## config.mk

```make
export PLATFORM = sky130hd
export DESIGN_NAME = ide_bm_ctrl
export DESIGN_NICKNAME = d
export VERILOG_FILES = /design/src/ide_bm_pkg.sv /design/src/ide_bm_ctrl.sv
export SDC_FILE = /design/constraint.sdc
export NUM_CORES = 1
export LEC_CHECK = 0
export BUFFER_PORTS_ARGS = -buffer_cell sky130_fd_sc_hd__buf_2
export CAP_MARGIN = 5
export CORE_ASPECT_RATIO = 0.7
export CORE_UTILIZATION = 33
export DETAILED_ROUTE_END_ITERATION = 6
export GPL_ROUTABILITY_DRIVEN = 0
export PLACE_DENSITY_LB_ADDON = 0.08
export SLEW_MARGIN = 20
export SYNTH_ARGS = -nofsm -noshare
export SYNTH_HDL_FRONTEND = slang
export SYNTH_SLANG_ARGS = --single-unit
```

## constraint.sdc

```tcl
create_clock -name clk -period 6.9 [get_ports clk]
set_input_delay 0.69 -clock clk [delete_from_list [all_inputs] [get_ports clk]]
set_output_delay 0.69 -clock clk [all_outputs]
set_load 0.1 [all_outputs]
```

## src/ide_bm_pkg.sv

```systemverilog
// Purpose: Shared constants and carriers for the two-channel bus-master IDE control block.
// Assumes: Byte offsets inside the 16-byte I/O window; 8-bit command and status registers, 32-bit descriptor pointers.
// Notes: Rules that this block and its partners keep are listed below.
// Contract
// - Decode a 16-byte I/O window; accept byte, word and dword accesses.
// - Two channels; command registers at 00h and 08h, status beside them.
// - Command bit 3 picks direction: 0 memory reads, 1 memory writes.
// - Writing command bit 0 to 1 starts; data moves only while it is 1.
// - Writing 0 stops and discards state; restart begins a fresh operation.
// - Stop while active and interrupt flag clear aborts; drive data may drop.
// - Status bit 7 always reads 0.
// - Status bits 6 and 5 are plain storage with no hardware effect.
// - Status bit 2 sets on a drive interrupt and stays until cleared.
// - Interrupt set with active clear means all data has been delivered.
// - Status bits 2 and 1 clear on writing 1; writing 0 leaves them.
// - Primary watches IRQ14; secondary watches board line or IRQ15 by route bit 5.
// - Clearing while the line is still high keeps flag 0 until a new edge.
// - Status bit 1 sets on target or master abort during own transfers.
// - Status bit 0 is read-only and sets when the start bit is written 1 while it holds 0.
// - Active clears after the last transfer of an end-of-table region.
// - Active also clears on start bit written 0 or error flag set.
// - Active reading 0 means drive data is visible in memory unless aborted.
// - Descriptor pointer at 04h and 0Ch; dword aligned, within 4 Kbyte.
// - Interrupt 1 with active 1 means drive finished with descriptors left.
// - Interrupt 0 with active 0 means error, or descriptors too short.
package ide_bm_pkg;

  // Window layout
  localparam int WINDOW_BYTES = 16;
  localparam logic [3:0] CMD_PRI_OFS = 4'h0;
  localparam logic [3:0] STS_PRI_OFS = 4'h2;
  localparam logic [3:0] DTP_PRI_OFS = 4'h4;
  localparam logic [3:0] CMD_SEC_OFS = 4'h8;
  localparam logic [3:0] STS_SEC_OFS = 4'hA;
  localparam logic [3:0] DTP_SEC_OFS = 4'hC;

  // Command fields
  localparam int CMD_RUN_BIT = 0;
  localparam int CMD_DIR_BIT = 3;
  localparam logic [7:0] CMD_WMASK = 8'h09;

  // Status fields
  localparam int STS_ACT_BIT = 0;
  localparam int STS_ERR_BIT = 1;
  localparam int STS_IRQ_BIT = 2;
  localparam int STS_CAP0_BIT = 5;
  localparam int STS_CAP1_BIT = 6;
  localparam logic [7:0] STS_CAP_MASK = 8'h60;

  // Descriptor pointer keeps address bits 31:2 only
  localparam logic [31:0] DTP_MASK = 32'hFFFF_FFFC;

  // Reset values
  localparam logic [7:0] CMD_RESET = 8'h00;
  localparam logic [7:0] STS_RESET = 8'h00;
  localparam logic [31:0] DTP_RESET = 32'h0000_0000;

  // Routing register bit that moves the secondary watch to IRQ15
  localparam int ROUTE_IRQ15_BIT = 5;

  // Control handed to the descriptor engine of one channel
  typedef struct packed {
    logic dir;
    logic run;
    logic start;
    logic abort;
  } engine_ctl_t;

  // Events reported by the descriptor engine of one channel
  typedef struct packed {
    logic eot_done;
    logic pci_abort;
    logic flushed;
  } engine_evt_t;

endpackage : ide_bm_pkg

```

## src/ide_bm_ctrl.sv

```systemverilog
// Purpose: Command, status and descriptor pointer registers of a two-channel IDE DMA engine.
// Assumes: I/O window base comes from a config-space base register outside this block.
// Notes: Read data returns one cycle after the read strobe; writes act in their cycle.
`timescale 1ns/1ns
`default_nettype none

module ide_bm_ctrl
  import ide_bm_pkg::*;
(
  // Clock and reset
  input wire logic clk,
  input wire logic rst,
  // I/O window access
  input wire logic [31:4] window_base,
  input wire logic [31:0] io_addr,
  input wire logic [3:0] io_be,
  input wire logic io_read,
  input wire logic io_write,
  input wire logic [31:0] io_wdata,
  output logic io_hit,
  output logic [31:0] io_rdata,
  output logic io_rvalid,
  // Drive interrupt lines and routing
  input wire logic irq14,
  input wire logic irq15,
  input wire logic board_interrupt_line_zero,
  input wire logic [7:0] board_route,
  // Descriptor engine side, index 0 primary, 1 secondary
  input wire engine_evt_t [1:0] engine_evt,
  output engine_ctl_t [1:0] engine_ctl,
  output logic [1:0][31:0] desc_base
);

  logic [1:0][7:0] cmd_reg;
  logic [1:0][7:0] sts_reg;
  logic [1:0][31:0] dtp_reg;
  logic [1:0] irq_prev_reg;
  logic [1:0] eot_pending_reg;
  logic [1:0] watch_line;
  logic [1:0] irq_edge;
  logic [1:0] start_wr;
  logic [1:0] stop_wr;
  logic [1:0] err_set;
  logic [1:0] irq_clr;
  logic [1:0] err_clr;
  logic [31:0] rd_word;
  logic [31:0] io_rdata_reg;
  logic io_rvalid_reg;

  // Window decode on address bits 31:4; address bits 3:2 pick the dword and byte enables pick the byte register
  assign io_hit = (io_addr[31:4] == window_base);

  // Secondary watches IRQ15 only when the routing bit asks for it
  assign watch_line[0] = irq14;
  assign watch_line[1] = board_route[ROUTE_IRQ15_BIT] ? irq15 : board_interrupt_line_zero;

  generate
    for (genvar ch = 0; ch < 2; ch++) begin : g_chan
      localparam logic [3:0] CMD_OFS = (ch == 0) ? CMD_PRI_OFS : CMD_SEC_OFS;
      localparam logic [3:0] STS_OFS = (ch == 0) ? STS_PRI_OFS : STS_SEC_OFS;
      localparam logic [3:0] DTP_OFS = (ch == 0) ? DTP_PRI_OFS : DTP_SEC_OFS;
      localparam int CMD_LANE = int'(CMD_OFS[1:0]);
      localparam int STS_LANE = int'(STS_OFS[1:0]);

      logic cmd_we;
      logic sts_we;
      logic dtp_hit;
      logic [7:0] cmd_wbyte;
      logic [7:0] sts_wbyte;
      logic act_next;

      // Each byte register reacts only to its own enabled lane
      assign cmd_we = io_hit && io_write && (io_addr[3:2] == CMD_OFS[3:2])
                      && io_be[CMD_LANE];
      assign sts_we = io_hit && io_write && (io_addr[3:2] == STS_OFS[3:2])
                      && io_be[STS_LANE];
      assign dtp_hit = io_hit && io_write && (io_addr[3:2] == DTP_OFS[3:2]);
      assign cmd_wbyte = io_wdata[8*CMD_LANE +: 8];
      assign sts_wbyte = io_wdata[8*STS_LANE +: 8];

      // Start only on a 0 to 1 change, so a repeated write of 1 does not revive a dead run
      assign start_wr[ch] = cmd_we && cmd_wbyte[CMD_RUN_BIT] && !cmd_reg[ch][CMD_RUN_BIT];
      assign stop_wr[ch] = cmd_we && !cmd_wbyte[CMD_RUN_BIT];
      assign irq_edge[ch] = watch_line[ch] && !irq_prev_reg[ch];
      assign err_set[ch] = engine_evt[ch].pci_abort && cmd_reg[ch][CMD_RUN_BIT];
      assign irq_clr[ch] = sts_we && sts_wbyte[STS_IRQ_BIT];
      assign err_clr[ch] = sts_we && sts_wbyte[STS_ERR_BIT];

      // Command register: only run and direction bits hold state
      always_ff @(posedge clk or posedge rst) begin
        if (rst) begin
          cmd_reg[ch] <= CMD_RESET;
        end else if (cmd_we) begin
          cmd_reg[ch] <= cmd_wbyte & CMD_WMASK;
        end
      end

      // Interrupt line history for edge detection
      always_ff @(posedge clk or posedge rst) begin
        if (rst) begin
          irq_prev_reg[ch] <= 1'b0;
        end else begin
          irq_prev_reg[ch] <= watch_line[ch];
        end
      end

      // End of table is held until buffered drive data has reached memory
      always_ff @(posedge clk or posedge rst) begin
        if (rst) begin
          eot_pending_reg[ch] <= 1'b0;
        end else if (stop_wr[ch] || err_set[ch] || start_wr[ch]) begin
          eot_pending_reg[ch] <= 1'b0;
        end else if (engine_evt[ch].eot_done && sts_reg[ch][STS_ACT_BIT]
                     && !engine_evt[ch].flushed) begin
          eot_pending_reg[ch] <= 1'b1;
        end else if (engine_evt[ch].flushed) begin
          eot_pending_reg[ch] <= 1'b0;
        end
      end

      // Active flag: errors and stops beat the start set, flush gates the end of table
      always_comb begin
        act_next = sts_reg[ch][STS_ACT_BIT];
        if (start_wr[ch]) begin
          act_next = 1'b1;
        end
        if ((eot_pending_reg[ch] || engine_evt[ch].eot_done) && engine_evt[ch].flushed) begin
          act_next = 1'b0;
        end
        if (stop_wr[ch] || err_set[ch]) begin
          act_next = 1'b0;
        end
      end

      // Status register; hardware sets win over a same-cycle write-one clear
      always_ff @(posedge clk or posedge rst) begin
        if (rst) begin
          sts_reg[ch] <= STS_RESET;
        end else begin
          sts_reg[ch][7] <= 1'b0;
          sts_reg[ch][4:3] <= 2'b00;
          if (sts_we) begin
            sts_reg[ch][STS_CAP1_BIT:STS_CAP0_BIT] <= sts_wbyte[STS_CAP1_BIT:STS_CAP0_BIT];
          end
          if (irq_edge[ch]) begin
            sts_reg[ch][STS_IRQ_BIT] <= 1'b1;
          end else if (irq_clr[ch]) begin
            sts_reg[ch][STS_IRQ_BIT] <= 1'b0;
          end
          if (err_set[ch]) begin
            sts_reg[ch][STS_ERR_BIT] <= 1'b1;
          end else if (err_clr[ch]) begin
            sts_reg[ch][STS_ERR_BIT] <= 1'b0;
          end
          sts_reg[ch][STS_ACT_BIT] <= act_next;
        end
      end

      // Descriptor pointer, dword aligned; bits 1:0 are dropped
      always_ff @(posedge clk or posedge rst) begin
        if (rst) begin
          dtp_reg[ch] <= DTP_RESET;
        end else if (dtp_hit) begin
          for (int b = 0; b < 4; b++) begin
            if (io_be[b]) begin
              dtp_reg[ch][8*b +: 8] <= io_wdata[8*b +: 8] & DTP_MASK[8*b +: 8];
            end
          end
        end
      end

      // Engine control: start is a fresh-operation pulse, abort only when drive unfinished
      always_ff @(posedge clk or posedge rst) begin
        if (rst) begin
          engine_ctl[ch] <= '0;
        end else begin
          engine_ctl[ch].run <= cmd_we ? cmd_wbyte[CMD_RUN_BIT]
                                       : cmd_reg[ch][CMD_RUN_BIT];
          engine_ctl[ch].dir <= cmd_we ? cmd_wbyte[CMD_DIR_BIT]
                                       : cmd_reg[ch][CMD_DIR_BIT];
          engine_ctl[ch].start <= start_wr[ch];
          engine_ctl[ch].abort <= stop_wr[ch] && sts_reg[ch][STS_ACT_BIT]
                                  && !sts_reg[ch][STS_IRQ_BIT];
        end
      end

      assign desc_base[ch] = dtp_reg[ch];
    end
  endgenerate

  // Read word assembly; lanes not enabled read as zero
  always_comb begin
    rd_word = 32'h0000_0000;
    if (io_addr[2] == 1'b0) begin
      rd_word = {8'h00, sts_reg[io_addr[3]], 8'h00, cmd_reg[io_addr[3]]};
    end else begin
      rd_word = dtp_reg[io_addr[3]];
    end
    for (int b = 0; b < 4; b++) begin
      if (!io_be[b]) begin
        rd_word[8*b +: 8] = 8'h00;
      end
    end
  end

  // Registered read return keeps the data outputs glitch free
  always_ff @(posedge clk or posedge rst) begin
    if (rst) begin
      io_rdata_reg <= 32'h0000_0000;
      io_rvalid_reg <= 1'b0;
    end else begin
      io_rvalid_reg <= io_hit && io_read;
      if (io_hit && io_read) begin
        io_rdata_reg <= rd_word;
      end
    end
  end

  assign io_rdata = io_rdata_reg;
  assign io_rvalid = io_rvalid_reg;
endmodule : ide_bm_ctrl

`default_nettype wire

```

# ---- Yosys cells after proc, flatten, opt, wreduce, memory -nomap -nowiden
# Index checks and enable logic that the tools add are counted.
dict set report classes {
  add_sub_neg 0
  multipliers 0
  div_mod_pow 0
  order_cmp 1
  eq_ne 4
  shifts 0
  muxes 36
  bitwise_logic 0
  reduce_logical 66
}
# op count
set op_table {}
lappend op_table {{32-bit 2-to-1 mux} 3}
lappend op_table {{8-bit 2-to-1 mux} 6}
lappend op_table {{1-bit logical AND} 34}
lappend op_table {{28-bit equality test} 1}
lappend op_table {{1-bit 2-to-1 mux} 25}
lappend op_table {{2-bit AND reduction} 8}
lappend op_table {{3-bit nonzero test} 4}
lappend op_table {{1-bit logical NOT} 9}
lappend op_table {{2-bit nonzero test} 4}
lappend op_table {{7-bit 2-to-1 mux} 1}
lappend op_table {{1-bit logical OR} 6}
lappend op_table {{2-bit equality test, second input constant} 2}
lappend op_table {{4-bit 2-to-1 mux} 1}
lappend op_table {{2-bit by 1-bit equality test with 1-bit output, second input constant} 1}
lappend op_table {{2-bit logical NOT} 1}
lappend op_table {{1-bit by 2-bit less-than comparator with 1-bit output, second input constant} 1}
dict set report totals {
  reg_bits 119
  latchBits 0
  ramBits 0
  mem_bits_ro 0
  in_bits 117
  output_inout_bits 106
  elab_cells 139
  mem_count 0
}

# ---- Logic depth before layout (Yosys ltp)
# Gate-level depths: netlist of the first run.
dict set report depth {
  word_depth 9
  ltp_mapped 6
  depth_no_buf 5
}

# ---- Worst setup path before layout of the first run
# No wires, ideal clock.
dict set report synth_timing {
  path_kind {in2out}
  start {in window_base[31] (netlist name)}
  end {out io_hit}
  arrival_time_ns 3.098
  required_ns 6.210
  path_slack_ns 3.112
  cell_stages 5
  n_path_buf 1
  path_cell_list {xor2_1 nor4_1 nand4_2 buf_6 nor2_1}
}
dict set report synth_between {
  elab_chain_cells 1
}
# item line
set synth_lines {}
lappend synth_lines {{start, declared} ide_bm_ctrl.sv:14} ;# input wire logic [31:4] window_base,
lappend synth_lines {{28-bit equality test} ide_bm_ctrl.sv:51} ;# assign io_hit = (io_addr[31:4] == window_base);
lappend synth_lines {{end, declared} ide_bm_ctrl.sv:20} ;# output logic io_hit,
# Every way passes these cells.

# ---- Final worst setup path of the first run
dict set report layout_timing {
  start {in window_base[26] (netlist name)}
  end {out io_hit}
}
# Same word-level chain as after synthesis.

==> summary.txt, run 1 <==
Worst setup path
  • R2R Path End: eot_pending_reg[0]
  • R2R depth: 3
  • Worst EP arrival: 2.89 ns
  • Critical path fanouts, max: 18
  • Reg2Reg Setup Slack: 5.68 ns
  • Worst EP required: 6.21 ns
  • CP Class: in -> out
  • CP Launch Type: input pin
  • Worst r2r src: cmd_reg[0]
  • CP endpoint kind: output pin

GRT
  • Number of global-route vias before repair: 4,346
  • Total GRT Usage: 17.6%
  • First-pass GRT wire length: 23.4 mm
  • Largest net degree at the start of global routing: 64
  • Initial antenna violation count: 0
  • Congestion Overflow GR: 0

Clocking
  • CTS root buffer: clkbuf_16
  • Clock latency on the worst-skew pair: 0.40 ns
  • CTS sink cnt: 118
  • CTS resizes: 0
  • Hold buffers post-CTS: 0
  • CTS H-tree lvls: 4
  • Setup bufs post-CTS: 0
  • Max Buffers Root-to-Sink: 2
  • Clock transition at the registers of the reported paths: 0.05 ns
  • CTS buffer count: 17
  • TritonCTS clock tree: done

Floorplanning
  • Initial Util: 34.1%
  • Site row count: 39
  • Die X: 158 um
  • # IOs: 223
  • DIE AREA: 17,600 sq um
  • Die H: 111 um
  • Core Area: 16,500 sq um

Power and ir drop
  • Switching Fraction: 22.2%
  • Logic pwr share: 6.4%
  • P_int: 1.28 mW
  • Clock share of power: 51.5%
  • Peak supply drop: 0.148 mV
  • Switching Power: 0.366 mW
  • Pwr dens: 221 nW/um^2
  • Flop pwr share: 42.1%
  • Leakage: 4.01 nW

Routing
  • Pre-Repair DR Iteration Count: 4
  • DR top layer: met4
  • Vias: 4,129
  • Routed length per instance: 16.8 um
  • Met2 routed WL: 6.46 mm
  • Final ANT Viol Nets: 0
  • Iter 0 DRT Violations: 171
  • DRT Wirelength: 14.7 mm
  • Drc violations: 0
  • M1 WL: 6.80 mm
  • Vias per Instance: 4.72
  • Met3 wire length: 1.21 mm

Timing
  • Tightest Pin Transition: 0.827 ns
  • Count of final hold-check violations: 0
  • TNS Setup: 0 ns
  • Slew Limit Headroom: 44.9%
  • Setup violators final: 0
  • Max Slew Vio Count: 0
  • Worst Clk Skew: 0.0110 ns
  • Min cycle time layout: 3.58 ns
  • Tcrit/Tclk final: 51.9%
  • Max Clock Freq: 279 MHz
  • RSZ-0062 raised after global routing: no
  • Worst setup margin: 3.32 ns

Logic synthesis
  • Post-synth top area cell: dfrtp_1
  • Fraction of synthesized area in multiplexers: 27.5%
  • Number of synthesized flops with an enable pin: 0
  • Synth Flop Type: dfrtp_1
  • Most frequent cell after synthesis: dfrtp_1
  • FF+latch count, synth: 118
  • Top cell type's share of synthesized area: 52.5%
  • XOR/XNOR Fraction of Synth Area: 4.36%
  • Seq/Total Area, Yosys: 52.5%
  • Combinational family with the most area after synthesis: multiplexers
  • Post-synth cell types: 44
  • Adder-cell share of the synthesized area: 0%
  • Compound-Gate Fraction of Synth Area: 1.91%
  • Mapped Cells: 425
  • Netlist Area Pre-Place: 5620 sq um
  • YS warnings: 0
  • Top post-synthesis cells by area: dfrtp_1, mux2_2, mux2i_1
  • Average size of a mapped cell: 13.2 sq um
  • Post-synth top cells: dfrtp_1, mux2_2, mux2i_1, xor2_1, nor2_1
  • Post-synthesis simple-gate area fraction: 11.0%
  • Synth async-reset ratio: 100%

Finish
  • Max reg flops: 60
  • Fraction of layout cells with a size suffix above 1: 53.8%
  • Diode count: 0
  • Nets: 756
  • Area grow syn2layout: 32.5%
  • Fill cells: 1,586

Hold path
  • Tightest Hold Check Type: in -> async

Placed design
  • Pre-CTS setup slack: 3.21 ns
  • DP HPWL: 10.8 mm
  • Port Buffers: 207

Job
  • Max-cap violation count: 0

Run status
  • Status: complete, no violations
[layout make-up]
cell class / instances / area [sq um] / share of cell area [%]
Timing Repair Buffer: 210 / 1060 / 14.2
Inverter: 11 / 43.8 / 0.588
Clock inverter: 9 / 104 / 1.39
Tap cell: 225 / 282 / 3.78
Sequential cell: 118 / 2950 / 39.7
Multi-Input combinational cell: 281 / 2540 / 34.1
Clock buffer: 20 / 467 / 6.27
[cells by family after synthesis]
group / after synthesis
other: 1
buffers and inverters: 30
multiplexers: 132
AO/OA/AOI/OAI: 17
AND/OR/NAND/NOR: 99
XOR/XNOR: 28
flip-flops: 118
[worst max-delay path, stage by stage]
cell,delay (ns)
buf_2,0.10
xor2_1,0.15
nor4_1,0.48
nand4_2,0.69
nor2_1,0.31
buf_2,0.47
[power by group through the flow]
| stage | clock, mW | sequential [mW] | combinational, mW |
|---|---|---|---|
| after detailed placement | 0 | 0.706 | 0.108 |
| after floorplan | 0 | 0.706 | 0.0596 |
| after global placement | 0 | 0.706 | 0.105 |
| after CTS | 0.869 | 0.694 | 0.108 |
| final | 0.849 | 0.694 | 0.106 |
| after global routing | 0.902 | 0.693 | 0.118 |
[metrics by stage]
| step | utilization, % | cells | cell area [sq um] | hold WS, ns | power, mW |
|---|---|---|---|---|---|
| floorplan | - | 429 | 5630 | 0.424 | 0.765 |
| global placement | 41.7 | 845 | 6880 | 0.466 | 0.811 |
| detailed placement | 41.7 | 845 | 6880 | 0.476 | 0.813 |
| CTS | 45.1 | 874 | 7450 | 0.395 | 1.67 |
| global route | 45.1 | 874 | 7450 | 0.393 | 1.71 |
| finish | 45.1 | 874 | 7450 | 0.408 | 1.65 |
[worst max-delay path by stage]
stage,start,to,slack [ns],depth (start not counted)
after global routing,window_base[26],io_hit,3.13,6
after global placement,window_base[26],desc_base[25],3.26,6
after detailed placement,window_base[26],desc_base[24],3.21,6
after CTS,window_base[26],io_hit,3.33,6
final,window_base[26],io_hit,3.32,6
after floorplan,rst,cmd_reg[0],3.08,1
[layer usage]
| layer | GRT usage (%) | up-vias |
|---|---|---|
| met5 | 0 | - |
| met4 | 5.32 | 0 |
| met3 | 6.06 | 18 |
| met2 | 26.0 | 131 |
| met1 | 24.0 | 2040 |
| li1 | - | 1940 |
[cells in the final DEF, fill, tap and decap left out, drive strengths merged, types with 3 or more instances in the layout]
cell type / instances
buf: 210
dfrtp: 118
mux2: 94
mux2i: 32
xor2: 28
nor2: 26
nand2: 22
clkbuf: 20
nor4: 18
inv: 11
a21oi: 7
mux4: 6
nor3: 6
conb: 5
clkinv: 5
or4: 4
and2: 4
nand4: 4
nand2b: 3
nand3: 3
No activity file was read; power rests on OpenSTA's default activity.
==> run 2, diff against run 1 <==
Clock period 6.9 ns to 3.05 ns, I/O delays scaled along.
==> run 2 against run 1 <==
Global-route usage grew 0.48 points. Critical endpoint is now desc_base[30]. Cell count rose by 1.8%. Flip-flop and latch count did not move. Highest routed layer unchanged. Sequential share of layout area down 0.68 points. Power grew 130%. Critical path depth stayed put. Sequential power increased by 130%.
==> summary.txt, run 2 (synthesis gave the netlist of run 1 again) <==
Run status
  • Status: complete, no violations

Clocking
  • TritonCTS clock tree: done
  • CTS root buffer: clkbuf_16
  • Clock latency on the worst-skew pair: 0.40 ns
  • CTS buffer count: 17
  • Max Buffers Root-to-Sink: 2
  • Clock transition at the registers of the reported paths: 0.05 ns
  • CTS H-tree lvls: 4
  • CTS sink cnt: 118

Timing
  • TNS Setup: 0 ns
  • Tcrit/Tclk final: 78.6%
  • Slew Limit Headroom: 46.2%
  • Max Slew Vio Count: 0
  • Min cycle time layout: 2.40 ns
  • Tightest Pin Transition: 0.808 ns
  • Setup violators final: 0
  • Worst setup margin: 0.653 ns
  • Count of final hold-check violations: 0
  • RSZ-0062 raised after global routing: no
  • Worst Clk Skew: 0.00876 ns
  • Max Clock Freq: 417 MHz

GRT
  • Total GRT Usage: 18.0%
  • Number of global-route vias before repair: 4,488
  • Met1 Track Usage GR: 24.5%
  • First-pass GRT wire length: 23.9 mm
  • Largest net degree at the start of global routing: 59
  • Met2 Use GR: 27.3%
  • Initial antenna violation count: 2
  • Most Crowded Layer GR: met2
  • Congestion Overflow GR: 0
  • Met3 global-route usage: 5.08%

Finish
  • Area grow syn2layout: 34.8%
  • Commonest non-fill, non-tap cells in the layout: buf_2, dfrtp_1, mux2_2, mux2i_1, xor2_1
  • Max reg flops: 60
  • Fill cells: 1,558
  • Most common cell after layout, fill and taps aside: buf_2
  • Layout Cells excl Fill: 890
  • Fin util: 45.9%
  • Fraction of layout cells with a size suffix above 1: 54.1%
  • Nets: 768

Routing
  • Iter 0 DRT Violations: 139
  • Pre-Repair DR Iteration Count: 6
  • Vias per Instance: 4.71
  • DRT Wirelength: 14.8 mm
  • Routed length per instance: 16.7 um
  • Final ANT Viol Nets: 0
  • Drc violations: 0
  • Vias: 4,196

Hold path
  • Tightest Hold Check Type: in -> async

Power and ir drop
  • Peak supply drop: 0.275 mV
  • Pwr dens: 496 nW/um^2
  • Leakage: 4.07 nW
  • Total power: 3.76 mW

Worst setup path
  • Reg2Reg Setup Slack: 1.83 ns
  • CP endpoint kind: flop
  • Critical path fanouts, max: 11
  • CP Launch Type: input pin
  • Worst EP arrival: 2.68 ns
  • Worst EP required: 3.33 ns
  • CP Class: in -> reg

Floorplanning
  • Site row count: 39
  • Initial Util: 34.1%
  • DIE AREA: 17,600 sq um
  • Die H: 111 um
  • Die X: 158 um
  • Core Area: 16,500 sq um
  • # IOs: 223

Job
  • Max-cap violation count: 0

Placed design
  • Port Buffers: 207
  • Inst Count DP: 856
  • Pre-CTS setup slack: 0.243 ns
  • DP HPWL: 11.1 mm
[run 2: changes by cell type in the layout (fill, tap and decap cells not counted), moves of 2 or more]
cell	before	now
buf_4	3	12
clkbuf_1	0	3
buf_12	0	2
diode_2	0	2
[run 2: where the power goes]
| group | leakage [nW] | internal, mW | total (mW) | switching, mW |
|---|---|---|---|---|
| Clock | 0.279 | 1.26 | 1.95 | 0.686 |
| Sequential | 1.60 | 1.57 | 1.57 | 0.000467 |
| Combinational | 2.19 | 0.0913 | 0.246 | 0.155 |
| Total | 4.07 | 2.92 | 3.76 | 0.842 |
[run 2: layout make-up]
type                       instances  area [sq um]  share of cell area [%]
multi-input combinational        281          2540                    33.5
timing repair buffer             222          1180                    15.5
sequential                       118          2950                    39.0
inverter                          11          45.0                   0.595
tap                              225           282                    3.72
clock inverter                     8          98.8                    1.30
clock buffer                      23           478                    6.31
antenna                            2          5.00                  0.0661
[run 2: path summary, 6_finish.rpt]
kind,start,to,cells after the start
max,window_base[6],desc_base[30],6
min,rst,io_rdata[9],2
max reg2reg,cmd_reg[0],eot_pending_reg[0],3
min reg2reg,io_rdata[25],io_rdata[25],1
max in group asynchronous,rst,desc_base[2],3
min in group clk,io_read,io_rvalid,2
[run 2: what timing repair did]
action	in CTS	in global routing
resized for setup	0	0
setup buffers	0	0
endpoints found under the hold margin	1	0
hold buffers	1	0
[run 2: per-layer routing]
layer | vias up | routed length [um]
li1 | 1969 | -
met5 | - | 0
met3 | 25 | 1060
met4 | 0 | 232
met1 | 2073 | 6840
met2 | 129 | 6720
[run 2: worst max-delay path, stage by stage]
cell     delay (ns)
buf_2          0.11
xor2_1         0.15
nor4_1         0.40
nand4_2        0.37
or4_1          0.93
mux2_4         0.41
[run 2: metrics by stage]
stage | instance area, sq um | hold WS (ns)
floorplan | 5640 | 0.336
global placement | 6980 | 0.431
detailed placement | 6980 | 0.431
CTS | 7570 | 0.0460
global route | 7580 | 0.0872
finish | 7580 | 0.0286
